[src/shared/coc_pkg.sv]
// constants for the charge option low byte block
// assumes a 25 MHz device clock and a register write port fed by the host bus decoder
package coc_pkg;

    // ****************************************************************
    // register map
    // ****************************************************************
    localparam logic [7:0] CHARGE_OPTION_LOW_BYTE_OFFSET = 8'h01;
    localparam logic [7:0] CHARGE_OPTION_LOW_BYTE_RESET  = 8'he7;

    // ****************************************************************
    // field positions
    // ****************************************************************
    localparam int LOW_POWER_ENABLE_BIT      = 7;
    localparam int WATCHDOG_PERIOD_LSB       = 5;
    localparam int INPUT_LIMIT_AUTO_OFF_BIT  = 4;
    localparam int OTG_FORCES_SUPPLY_BIT     = 3;
    localparam int OUT_OF_AUDIO_BIT          = 2;
    localparam int SWITCHING_FREQ_BIT        = 1;
    localparam int BATTERY_OVP_BIT           = 0;

    // ****************************************************************
    // watchdog timing
    // ****************************************************************
    localparam int CLK_HZ           = 25_000_000;
    localparam int TICK_MS          = 1;
    localparam int TICK_CYCLES      = CLK_HZ / 1000 * TICK_MS;
    localparam int WD_5S_MS         = 5_000;
    localparam int WD_88S_MS        = 88_000;
    localparam int WD_175S_MS       = 175_000;
    localparam int WD_COUNT_W       = 18;

    typedef enum logic [1:0]
    {
        COC_WD_OFF  = 2'b00,
        COC_WD_5S   = 2'b01,
        COC_WD_88S  = 2'b10,
        COC_WD_175S = 2'b11
    } coc_wd_period_t;

endpackage

[src/verilog/coc_watchdog_timer.sv]
// watchdog timer counting millisecond ticks up to the selected period
// assumes restart is a one-cycle pulse from the owning register block
`timescale 1ns/1ns
module coc_watchdog_timer
#(
    parameter int TICK_CYCLES = coc_pkg::TICK_CYCLES
)
(
    // clock and reset
    input  wire logic       clk,
    input  wire logic       reset_n,
    // control
    input  wire logic [1:0] period_sel,
    input  wire logic       restart,
    // result
    output logic            expired
);

    typedef struct packed
    {
        logic [31:0]                   prescale;
        logic [coc_pkg::WD_COUNT_W-1:0] ms_count;
        logic                          expired;
    } coc_wd_state_t;

    coc_wd_state_t state;
    coc_wd_state_t next_state;
    logic [coc_pkg::WD_COUNT_W-1:0] limit;

    always_comb
    begin
        case (coc_pkg::coc_wd_period_t'(period_sel))
            coc_pkg::COC_WD_5S:   limit = coc_pkg::WD_COUNT_W'(coc_pkg::WD_5S_MS);
            coc_pkg::COC_WD_88S:  limit = coc_pkg::WD_COUNT_W'(coc_pkg::WD_88S_MS);
            coc_pkg::COC_WD_175S: limit = coc_pkg::WD_COUNT_W'(coc_pkg::WD_175S_MS);
            default:              limit = '0;
        endcase
    end

    always_comb
    begin
        next_state = state;
        if (restart || period_sel == 2'b00)
        begin
            // restart clears expiry; a disabled timer holds idle
            next_state.prescale = '0;
            next_state.ms_count = '0;
            next_state.expired  = 1'b0;
        end
        else if (!state.expired)
        begin
            if (state.prescale == 32'(TICK_CYCLES - 1))
            begin
                next_state.prescale = '0;
                next_state.ms_count = state.ms_count + 1'b1;
                // no qualifying write inside the period
                if (state.ms_count + 1'b1 >= limit)
                begin
                    next_state.expired = 1'b1;
                end
            end
            else
            begin
                next_state.prescale = state.prescale + 32'h0000_0001;
            end
        end
    end

    always_ff @(posedge clk or negedge reset_n)
    begin
        if (!reset_n)
        begin
            state <= '0;
        end
        else
        begin
            state <= next_state;
        end
    end

    assign expired = state.expired;

endmodule

[src/verilog/coc_charge_option.sv]
// charge option low byte: register, low power gating, watchdog, input limit auto-off
// assumes the host bus decoder presents one-cycle write and read strobes with a byte address
`timescale 1ns/1ns
module coc_charge_option
#(
    parameter int TICK_CYCLES = coc_pkg::TICK_CYCLES
)
(
    // clock and reset
    input  wire logic       clk,
    input  wire logic       reset_n,
    input  wire logic       register_reset,
    // register port from the host bus decoder
    input  wire logic [7:0] reg_addr,
    input  wire logic       reg_write,
    input  wire logic [7:0] reg_wdata,
    input  wire logic       reg_read,
    output logic      [7:0] reg_rdata,
    // watchdog sources
    input  wire logic       charge_voltage_write,
    input  wire logic       charge_current_write,
    input  wire logic       watchdog_restart,
    // operating state
    input  wire logic       battery_only,
    input  wire logic       otg_mode,
    input  wire logic       battery_present_pin,
    input  wire logic       high_impedance_state,
    // settings owned by other registers
    input  wire logic       processor_hot_alert_cfg,
    input  wire logic       adapter_current_monitor_cfg,
    input  wire logic       battery_current_monitor_cfg,
    input  wire logic       system_power_monitor_cfg,
    input  wire logic       comparator_cfg,
    input  wire logic       low_power_comparator_enable,
    input  wire logic       low_power_regulator_enable,
    // function enables, all but the adapter monitor set by low power; comparator and regulator then follow their low power enables
    output logic            processor_hot_alert_en,
    output logic            adapter_current_monitor_en,
    output logic            battery_current_monitor_en,
    output logic            system_power_monitor_en,
    output logic            comparator_en,
    output logic            converter_available,
    output logic            internal_regulator_output_en,
    output logic            internal_regulator_low_current,
    // charge and loop control
    output logic            charge_current_force_zero,
    output logic            input_limit_loop_clear,
    output logic            supply_good_force_high,
    output logic            switching_freq_select,
    output logic            out_of_audio_enable,
    output logic            battery_ovp_enable
);

    // ****************************************************************
    // state
    // ****************************************************************
    typedef struct packed
    {
        logic [7:0] option;
        logic [7:0] rdata;
        logic       alert_en;
        logic       adapter_mon_en;
        logic       battery_mon_en;
        logic       power_mon_en;
        logic       cmp_en;
        logic       conv_avail;
        logic       reg_en;
        logic       reg_low;
        logic       force_zero;
        logic       limit_clear;
        logic       supply_high;
        logic       freq_active;
        logic       ooa_en;
        logic       ovp_en;
    } coc_state_t;

    localparam coc_state_t COC_RESET_STATE = '{
        option:      coc_pkg::CHARGE_OPTION_LOW_BYTE_RESET,
        rdata:       8'h00,
        alert_en:    1'b0,
        adapter_mon_en: 1'b0,
        battery_mon_en: 1'b0,
        power_mon_en: 1'b0,
        cmp_en:      1'b0,
        conv_avail:  1'b0,
        reg_en:      1'b0,
        reg_low:     1'b0,
        force_zero:  1'b0,
        limit_clear: 1'b0,
        supply_high: 1'b0,
        freq_active: coc_pkg::CHARGE_OPTION_LOW_BYTE_RESET[coc_pkg::SWITCHING_FREQ_BIT],
        ooa_en:      coc_pkg::CHARGE_OPTION_LOW_BYTE_RESET[coc_pkg::OUT_OF_AUDIO_BIT],
        ovp_en:      coc_pkg::CHARGE_OPTION_LOW_BYTE_RESET[coc_pkg::BATTERY_OVP_BIT]
    };

    coc_state_t state;
    coc_state_t next_state;

    logic       option_hit;
    logic       wd_restart;
    logic       wd_expired;
    logic       low_power;
    logic [7:0] opt;

    // ****************************************************************
    // watchdog
    // ****************************************************************
    assign option_hit = (reg_addr == coc_pkg::CHARGE_OPTION_LOW_BYTE_OFFSET);
    // a byte write always carries the period field, so it counts as a period write
    assign wd_restart = charge_voltage_write || charge_current_write
                     || (reg_write && option_hit) || watchdog_restart;

    coc_watchdog_timer
    #(
        .TICK_CYCLES (TICK_CYCLES)
    )
    u_watchdog
    (
        .clk        (clk),
        .reset_n    (reset_n),
        .period_sel (state.option[coc_pkg::WATCHDOG_PERIOD_LSB +: 2]),
        .restart    (wd_restart),
        .expired    (wd_expired)
    );

    // ****************************************************************
    // next state
    // ****************************************************************
    assign opt       = state.option;
    assign low_power = opt[coc_pkg::LOW_POWER_ENABLE_BIT] && battery_only;

    always_comb
    begin
        next_state = state;

        if (register_reset)
        begin
            next_state.option = coc_pkg::CHARGE_OPTION_LOW_BYTE_RESET;
        end
        else if (reg_write && option_hit)
        begin
            next_state.option = reg_wdata;
        end

        if (reg_read)
        begin
            next_state.rdata = option_hit ? opt : 8'h00;
        end

        if (low_power)
        begin
            next_state.alert_en       = 1'b0;
            next_state.battery_mon_en = 1'b0;
            next_state.power_mon_en   = 1'b0;
            next_state.conv_avail     = 1'b0;
            next_state.cmp_en         = low_power_comparator_enable;
            next_state.reg_en         = low_power_regulator_enable;
            next_state.reg_low        = 1'b1;
        end
        else
        begin
            next_state.alert_en       = processor_hot_alert_cfg;
            next_state.battery_mon_en = battery_current_monitor_cfg;
            next_state.power_mon_en   = system_power_monitor_cfg;
            next_state.conv_avail     = 1'b1;
            next_state.cmp_en         = comparator_cfg;
            next_state.reg_en         = 1'b1;
            next_state.reg_low        = 1'b0;
        end
        // adapter monitor is not among the buffers that low power shuts off
        next_state.adapter_mon_en = adapter_current_monitor_cfg;

        // held until a restart source arrives
        next_state.force_zero  = wd_expired && !wd_restart;

        // level, so a host re-enable sticks only once the battery is back
        next_state.limit_clear = opt[coc_pkg::INPUT_LIMIT_AUTO_OFF_BIT] && !battery_present_pin;

        next_state.supply_high = opt[coc_pkg::OTG_FORCES_SUPPLY_BIT] && otg_mode;

        // changing frequency while switching would upset the loop
        if (high_impedance_state)
        begin
            next_state.freq_active = opt[coc_pkg::SWITCHING_FREQ_BIT];
        end

        next_state.ooa_en = opt[coc_pkg::OUT_OF_AUDIO_BIT];
        next_state.ovp_en = opt[coc_pkg::BATTERY_OVP_BIT];
    end

    // ****************************************************************
    // registers
    // ****************************************************************
    always_ff @(posedge clk or negedge reset_n)
    begin
        if (!reset_n)
        begin
            state <= COC_RESET_STATE;
        end
        else
        begin
            state <= next_state;
        end
    end

    // ****************************************************************
    // outputs
    // ****************************************************************
    assign reg_rdata                      = state.rdata;
    assign processor_hot_alert_en         = state.alert_en;
    assign adapter_current_monitor_en     = state.adapter_mon_en;
    assign battery_current_monitor_en     = state.battery_mon_en;
    assign system_power_monitor_en        = state.power_mon_en;
    assign comparator_en                  = state.cmp_en;
    assign converter_available            = state.conv_avail;
    assign internal_regulator_output_en   = state.reg_en;
    assign internal_regulator_low_current = state.reg_low;
    assign charge_current_force_zero      = state.force_zero;
    assign input_limit_loop_clear         = state.limit_clear;
    assign supply_good_force_high         = state.supply_high;
    assign switching_freq_select          = state.freq_active;
    assign out_of_audio_enable            = state.ooa_en;
    assign battery_ovp_enable             = state.ovp_en;

endmodule

[config.mk]
export PLATFORM = sky130hd
export DESIGN_NAME = coc_charge_option
export DESIGN_NICKNAME = d
export VERILOG_FILES = /design/src/shared/coc_pkg.sv /design/src/verilog/coc_watchdog_timer.sv /design/src/verilog/coc_charge_option.sv
export SDC_FILE = /design/constraint.sdc
export NUM_CORES = 1
export LEC_CHECK = 0
export ABC_AREA = 1
export BUFFER_PORTS_ARGS = -buffer_cell sky130_fd_sc_hd__buf_4
export CAP_MARGIN = 20
export CORE_MARGIN = 2
export CORE_UTILIZATION = 40
export DETAILED_ROUTE_END_ITERATION = 8
export GPL_TIMING_DRIVEN = 0
export MAX_ROUTING_LAYER = met4
export PLACE_DENSITY = 0.66
export SLEW_MARGIN = 20
export SYNTH_ARGS = -nofsm -noshare
export SYNTH_HDL_FRONTEND = slang
export SYNTH_SLANG_ARGS = --single-unit
export TNS_END_PERCENT = 30
[constraint.sdc]
create_clock -name clk -period 7.3 [get_ports clk]
set_input_delay 1.46 -clock clk [delete_from_list [all_inputs] [get_ports clk]]
set_output_delay 1.46 -clock clk [all_outputs]
set_load 0.01 [all_outputs]
==> impl_metrics.ini, run 1 <==
[flow_run]
cap_violations = 0

[grt]
antenna_found_initial = 0
grt_pass1_vias = 4411
grt_use_total_pct = 22.2
gr-total-overflow = 0
grt_max_degree = 82
grt_pass1_wl_mm = 22.3

[pwr]
ir_worst_vdd_uv = 132
total_power_uw = 930
power.static_leakage_uw = 0.00271
p_per_area_mw_per_mm2 = 156

[logic_synthesis]
yosys.area.top_type = dfrtp_1
synth_top_cells_by_area = dfrtp_1 36%, nand2_1 11%, nand3_1 6.2%
syn-cell-area_sq_mm = 0.00504
ys_types = 44
synth-edff-count = 0
yosysSeqAreaShare_pct = 40.4
synth_seq_cells = 81
ys_top_cells_by_count = 144 x nand2_1, 76 x inv_1, 72 x dfrtp_1
synth_top_area_share_pct = 35.7
synth_top_flop_cell = dfrtp_1
synth_most_common_cell = nand2_1
yosysWarnings = 0
synthCells = 635
synthArstFlopShare_pct = 100
syn_nets = 692
syn_avg_cell_area_sq_um = 7.94

[clock_tree]
cts_setup_buffers = 0
htreeDepth = 3
root_buffer = clkbuf_16
cts_resized = 0
cts_hold_buf = 0
clkSlewWorstSetupHoldPaths_ns = 0.07
cts_inserted_buffers = 9
clock_path_buffers = 2
worstSkewPairLatency_ns = 0.35
cts_sinks = 81
cts_tree = yes

[floorplanning]
rows = 41
die_w_um = 116
core_sq_mm = 0.0125
io_pins = 57
initial_utilization_pct = 40.4
dieHeight_um = 116
dieArea_sq_mm = 0.0135

[worst_setup_path]
critPathKind = reg -> reg
r2r_start = u_watchdog.state[1]$_DFFE_PN0P_
worstPathArrival_ns = 3.09
crit_required_ns = 7.59
path_delay_family = simple AND/OR/NAND/NOR gates
crit_path_max_fanout = 8
r2r_end = u_watchdog.expired$_DFF_PN0_
reg2reg_depth = 13
critPathCaptureType = flop
rrSetupSlack_ns = 4.50
path_buf_inv = 1
worst_setup_path_start_kind = flop
max_stage_delay_ns = 0.51
cp_slowest_cell = dfrtp_1
path_cells = ha_1 -> nand3_1 -> nor4_1 -> nand4_1 -> nand2_1 -> inv_1 -> ha_1 -> nand2_1 -> nor4_1 -> nand3_1 -> nand3_1 -> nand2_1 -> nand2_1
cp_common_cell = nand2_1

[placed_design]
place_ws_ns = 4.34
dp.cells = 863
io_buffers = 56
gp_congestion = 0.920
post-dp-hpwl_mm = 10.5

[detailed_routing]
drc = 0
vias = 4641
vias_per_cell = 5.28
wl_per_cell_um = 15.5
drtIter0Drc = 359
ant_nets = 0
wirelength_mm = 13.6
first_pass_iters = 5

[final_layout]
register_area_sq_mm = 0.00204
multi_input_area_sq_mm = 0.00261
fillCellCount = 1212
diodes = 0
final_util_pct = 47.8
finalNonFillerCells = 879
areaGrowthSynthToFinish_pct = 18.2
drive_above_1_share_pct = 19.4
fin_nets = 759

[timing]
finalWorstSetupSlack_ns = 4.50
slew-limit-headroom_pct = 48.8
drv_slew = 0
finClkSkew_ns = 0.0107
finalCritPeriodShare_pct = 38.4
rsz0062_at_grt = no
finalHoldViolations = 0
max_freq_mhz = 357
finalSetupTns_ns = 0
min_period_ns = 2.80
setup_viol = 0
max_slew.worst_pin.slew_ns = 0.767

[hold_path]
min_to = out_of_audio_enable$_DFF_PN1_
hold_depth = 0
hold_path_class = reg -> reg
min_from = opt[2]$_DFFE_PN1P_

[run_status]
outcome = completed
==> metal layers <==
layer  part of all wire [%]  GRT usage (%)
met5                      0              -
met4                    1.7           7.30
met3                    5.1           3.84
met2                     46           34.3
met1                     47           29.8
==> report_power, final <==
group | leakage, uW | switching (uW) | internal (uW)
sequential | 0.00108 | 1.31 | 452
clock | 0.000138 | 200 | 234
combinational | 0.00148 | 23.7 | 18.8
==> worst register-to-register path, cell delays in order (launching register included) <==
cell	delay [ns]
dfrtp_1	0.51
ha_1	0.24
nand3_1	0.20
nor4_1	0.41
nand4_1	0.20
nand2_1	0.16
inv_1	0.06
ha_1	0.27
nand2_1	0.07
nor4_1	0.28
nand3_1	0.11
nand3_1	0.12
nand2_1	0.06
nand2_1	0.05
==> placed cells by master (no fill, tap or decap), types with 3 or more instances in the layout <==
master,synthesis,routed
a21oi_1,8,8
buf_2,5,5
buf_4,1,56
buf_6,5,6
clkbuf_16,0,9
dfrtp_1,72,72
dfstp_2,9,9
ha_1,22,22
inv_1,76,76
inv_2,5,5
nand2_1,144,144
nand2_2,4,4
nand3_1,62,62
nand3_2,3,3
nand4_1,23,23
nor2_1,54,54
nor3_1,21,21
nor3_2,4,4
nor4_1,8,8
o21ai_0,18,18
o21ai_1,6,6
o21ai_2,10,10
o22a_1,3,3
o22ai_1,17,17
o31ai_1,4,4
or2_2,6,6
xnor2_1,4,4
xor2_1,18,18
==> cell type report <==
cell class	instances	share of cell area [%]
well taps	172	3.61
repair buffers	56	7.11
multi-input cells	461	43.7
plain buffers	12	1.55
clock inverters	7	0.923
inverters	81	5.10
flip-flops and latches	81	34.2
clock buffers	9	3.78
==> sequential cells by signal, indices dropped and copies added (netlist names) <==
| signal | flops |
|---|---|
| out_of_audio_enable | 1 |
| reg_rdata | 8 |
| battery_current_monitor_en | 1 |
| charge_current_force_zero | 1 |
| u_watchdog.state | 50 |
| converter_available | 1 |
| internal_regulator_output_en | 1 |
| u_watchdog.expired | 1 |
| switching_freq_select | 1 |
| system_power_monitor_en | 1 |
| input_limit_loop_clear | 1 |
| battery_ovp_enable | 1 |
| processor_hot_alert_en | 1 |
| opt | 8 |
| internal_regulator_low_current | 1 |
| adapter_current_monitor_en | 1 |
| supply_good_force_high | 1 |
| comparator_en | 1 |
==> worst max path at each step <==
stage,from,endpoint,slack (ns),cells past startpoint
floorplan,reg_addr[2],u_watchdog.state[7]$_DFFE_PN0P_,4.72,8
global placement,reg_addr[2],u_watchdog.state[19]$_DFFE_PN0P_,4.38,10
detailed placement,reg_addr[1],u_watchdog.state[19]$_DFFE_PN0P_,4.34,10
CTS,u_watchdog.state[1]$_DFFE_PN0P_,u_watchdog.expired$_DFF_PN0_,4.50,13
global route,u_watchdog.state[1]$_DFFE_PN0P_,u_watchdog.expired$_DFF_PN0_,4.26,13
finish,u_watchdog.state[1]$_DFFE_PN0P_,u_watchdog.expired$_DFF_PN0_,4.50,13
==> cells by family (layout without fill, tap and decap cells) <==
group | Yosys count | in the layout | synth area share [%]
compound gates | 72 | 72 | 9.08
flops | 81 | 81 | 40.4
xor+xnor | 23 | 23 | 4.14
simple gates | 343 | 343 | 32.8
mux | 1 | 1 | 0.223
fa+ha+maj | 22 | 22 | 5.46
buf+inv | 93 | 165 | 7.87
==> through the flow <==
step           area [sq um]  hold slack (ns)
5_1_grt                5960            0.371
4_1_cts                5960            0.370
2_1_floorplan          5040            0.354
6_report               5960            0.369
3_3_place_gp           5680            0.357
3_5_place_dp           5680            0.360
(Power assumes the default switching activity.)
==> inputs of run 2 (changes only) <==
- PLACE_DENSITY: 0.66 -> 0.68
- clock period: 7.3 -> 2.5 ns (I/O delays scaled with it)
==> run 2 against run 1 <==
Against the previous run: power increased to 3.0 times the previous value; sequential power increased to 2.9 times the previous value; register-to-register slack got worse by 4.4 ns; combinational power increased to 2.9 times the previous value; critical path depth increased by 2.
==> impl_metrics.ini, run 2 (same netlist as run 1, synthesis figures left out) <==
[grt]
gr-total-overflow = 0
grt_pass1_vias = 4662
antenna_found_initial = 0
grt_max_degree = 82
grt_use_total_pct = 22.0
grt_pass1_wl_mm = 22.6

[final_layout]
final_util_pct = 50.5
drive_above_1_share_pct = 25.3
fin_nets = 779
layout_commonest_cell = nand2_1
register_area_sq_mm = 0.00205
largest-register = u_watchdog.state
areaGrowthSynthToFinish_pct = 24.9
diodes = 0
multi_input_area_sq_mm = 0.00275
layout_common_cells = 139 x nand2_1, 76 x buf_4, 75 x inv_1
fillCellCount = 1164
largest_reg_flops = 50

[pwr]
p_per_area_mw_per_mm2 = 450
power.static_leakage_uw = 0.00285
ir_worst_vdd_uv = 365

[worst_setup_path]
critPathCaptureType = flop
worst_setup_path_start_kind = flop
worstPathArrival_ns = 2.67
path_buf_inv = 2
critPathKind = reg -> reg
r2r_start = u_watchdog.state[2]$_DFFE_PN0P_
crit_required_ns = 2.77
path_cells = ha_4 -> nand3_4 -> inv_4 -> nand3_4 -> nor2_4 -> or2_2 -> nand2_2 -> inv_1 -> ha_1 -> nand2_2 -> nor4_2 -> nand3_1 -> nand3_1 -> nand2_1 -> nand2_1
cp-startpoint = u_watchdog.state[2]$_DFFE_PN0P_
max_stage_delay_ns = 0.45
path_delay_family = simple AND/OR/NAND/NOR gates
crit_path_max_fanout = 5
cp_slowest_cell = dfrtp_2

[detailed_routing]
vias = 4795
highest_layer = met4
wl_per_cell_um = 15.7
met3_length_um = 765
drc = 0
vias_per_cell = 5.33
first_pass_iters = 5
drt-met1-wl_mm = 6.45
met2_length_mm = 6.53
ant_nets = 0
wirelength_mm = 14.1
drtIter0Drc = 329

[clock_tree]
htreeDepth = 3
worstSkewPairLatency_ns = 0.35
clkSlewWorstSetupHoldPaths_ns = 0.06
cts_inserted_buffers = 9
cts_sinks = 81
root_buffer = clkbuf_16
cts_tree = yes
clock_path_buffers = 2

[timing]
holdWs_ns = 0.187
max_slew.worst_pin.slew_ns = 0.755
drv_slew = 0
slew-limit-headroom_pct = 49.7
setup_viol = 0
min_period_ns = 2.40
finClkSkew_ns = 0.0117
finalSetupTns_ns = 0
finalCritPeriodShare_pct = 96.0
finalHoldViolations = 0
max_freq_mhz = 417

[floorplanning]
die_w_um = 116
io_pins = 57
dieArea_sq_mm = 0.0135
dieHeight_um = 116
core_sq_mm = 0.0125
initial_utilization_pct = 40.4
rows = 41

[placed_design]
gp_congestion = 0.959
io_buffers = 56
post-dp-hpwl_mm = 10.3

[flow_run]
cap_violations = 0

[run_status]
outcome = completed

[hold_path]
hold_path_class = in -> async
-- run 2: routing by layer --
metal | GRT usage (%) | vias up
li1 | - | 2296
met1 | 29.2 | 2274
met2 | 34.6 | 194
met3 | 3.32 | 31
met4 | 7.70 | 0
met5 | - | -
-- run 2: path summary, 6_finish.rpt --
check / cells after the start / end / slack [ns]
min in group clk: 1 / adapter_current_monitor_en$_DFF_PN0_ / 0.26
worst max register to register: 15 / u_watchdog.expired$_DFF_PN0_ / 0.1
worst min-delay path: 1 / u_watchdog.state[21]$_DFFE_PN0P_ / 0.19
max in group asynchronous: 1 / u_watchdog.state[4]$_DFFE_PN0P_ / 1.73
worst min register to register: 0 / out_of_audio_enable$_DFF_PN1_ / 0.37
worst max-delay path: 15 / u_watchdog.expired$_DFF_PN0_ / 0.1
-- run 2: layout make-up --
cell class | instances | area share [%]
multi-input combinational | 461 | 43.7
sequential | 81 | 32.5
timing repair buffer | 76 | 9.12
inverter | 81 | 4.87
clock buffer | 9 | 3.58
tap | 172 | 3.42
buffer | 12 | 1.47
clock inverter | 7 | 1.31
-- run 2: power by group --
group          internal [uW]  switching, uW
clock                    792            596
combinational           55.1           68.4
sequential              1320           3.94
total                   2170            668
-- run 2: worst register-to-register path: stages (launching register included) --
cell,delay (ns)
dfrtp_2,0.45
ha_4,0.19
nand3_4,0.13
inv_4,0.05
nand3_4,0.10
nor2_4,0.05
or2_2,0.28
nand2_2,0.08
inv_1,0.05
ha_1,0.29
nand2_2,0.08
nor4_2,0.26
nand3_1,0.10
nand3_1,0.10
nand2_1,0.05
nand2_1,0.07
-- run 2: timing repair --
action	in CTS	in global routing
endpoints found under the setup margin	1	1
hold buffers	0	0
setup buffers	1	19
endpoints found under the hold margin	0	0
pin swaps	0	14
gates resized for setup	7	30
-- run 2: through the flow --
stage               power [uW]  std cells  cell area (sq um)  worst slack [ns]
global placement          1470        863               5680            -0.199
detailed placement        1470        863               5680            -0.204
floorplan                 1380        635               5040             0.192
global route              2930        899               6300           -0.0549
CTS                       2850        880               6020            0.0188
finish                    2830        899               6300            0.0996
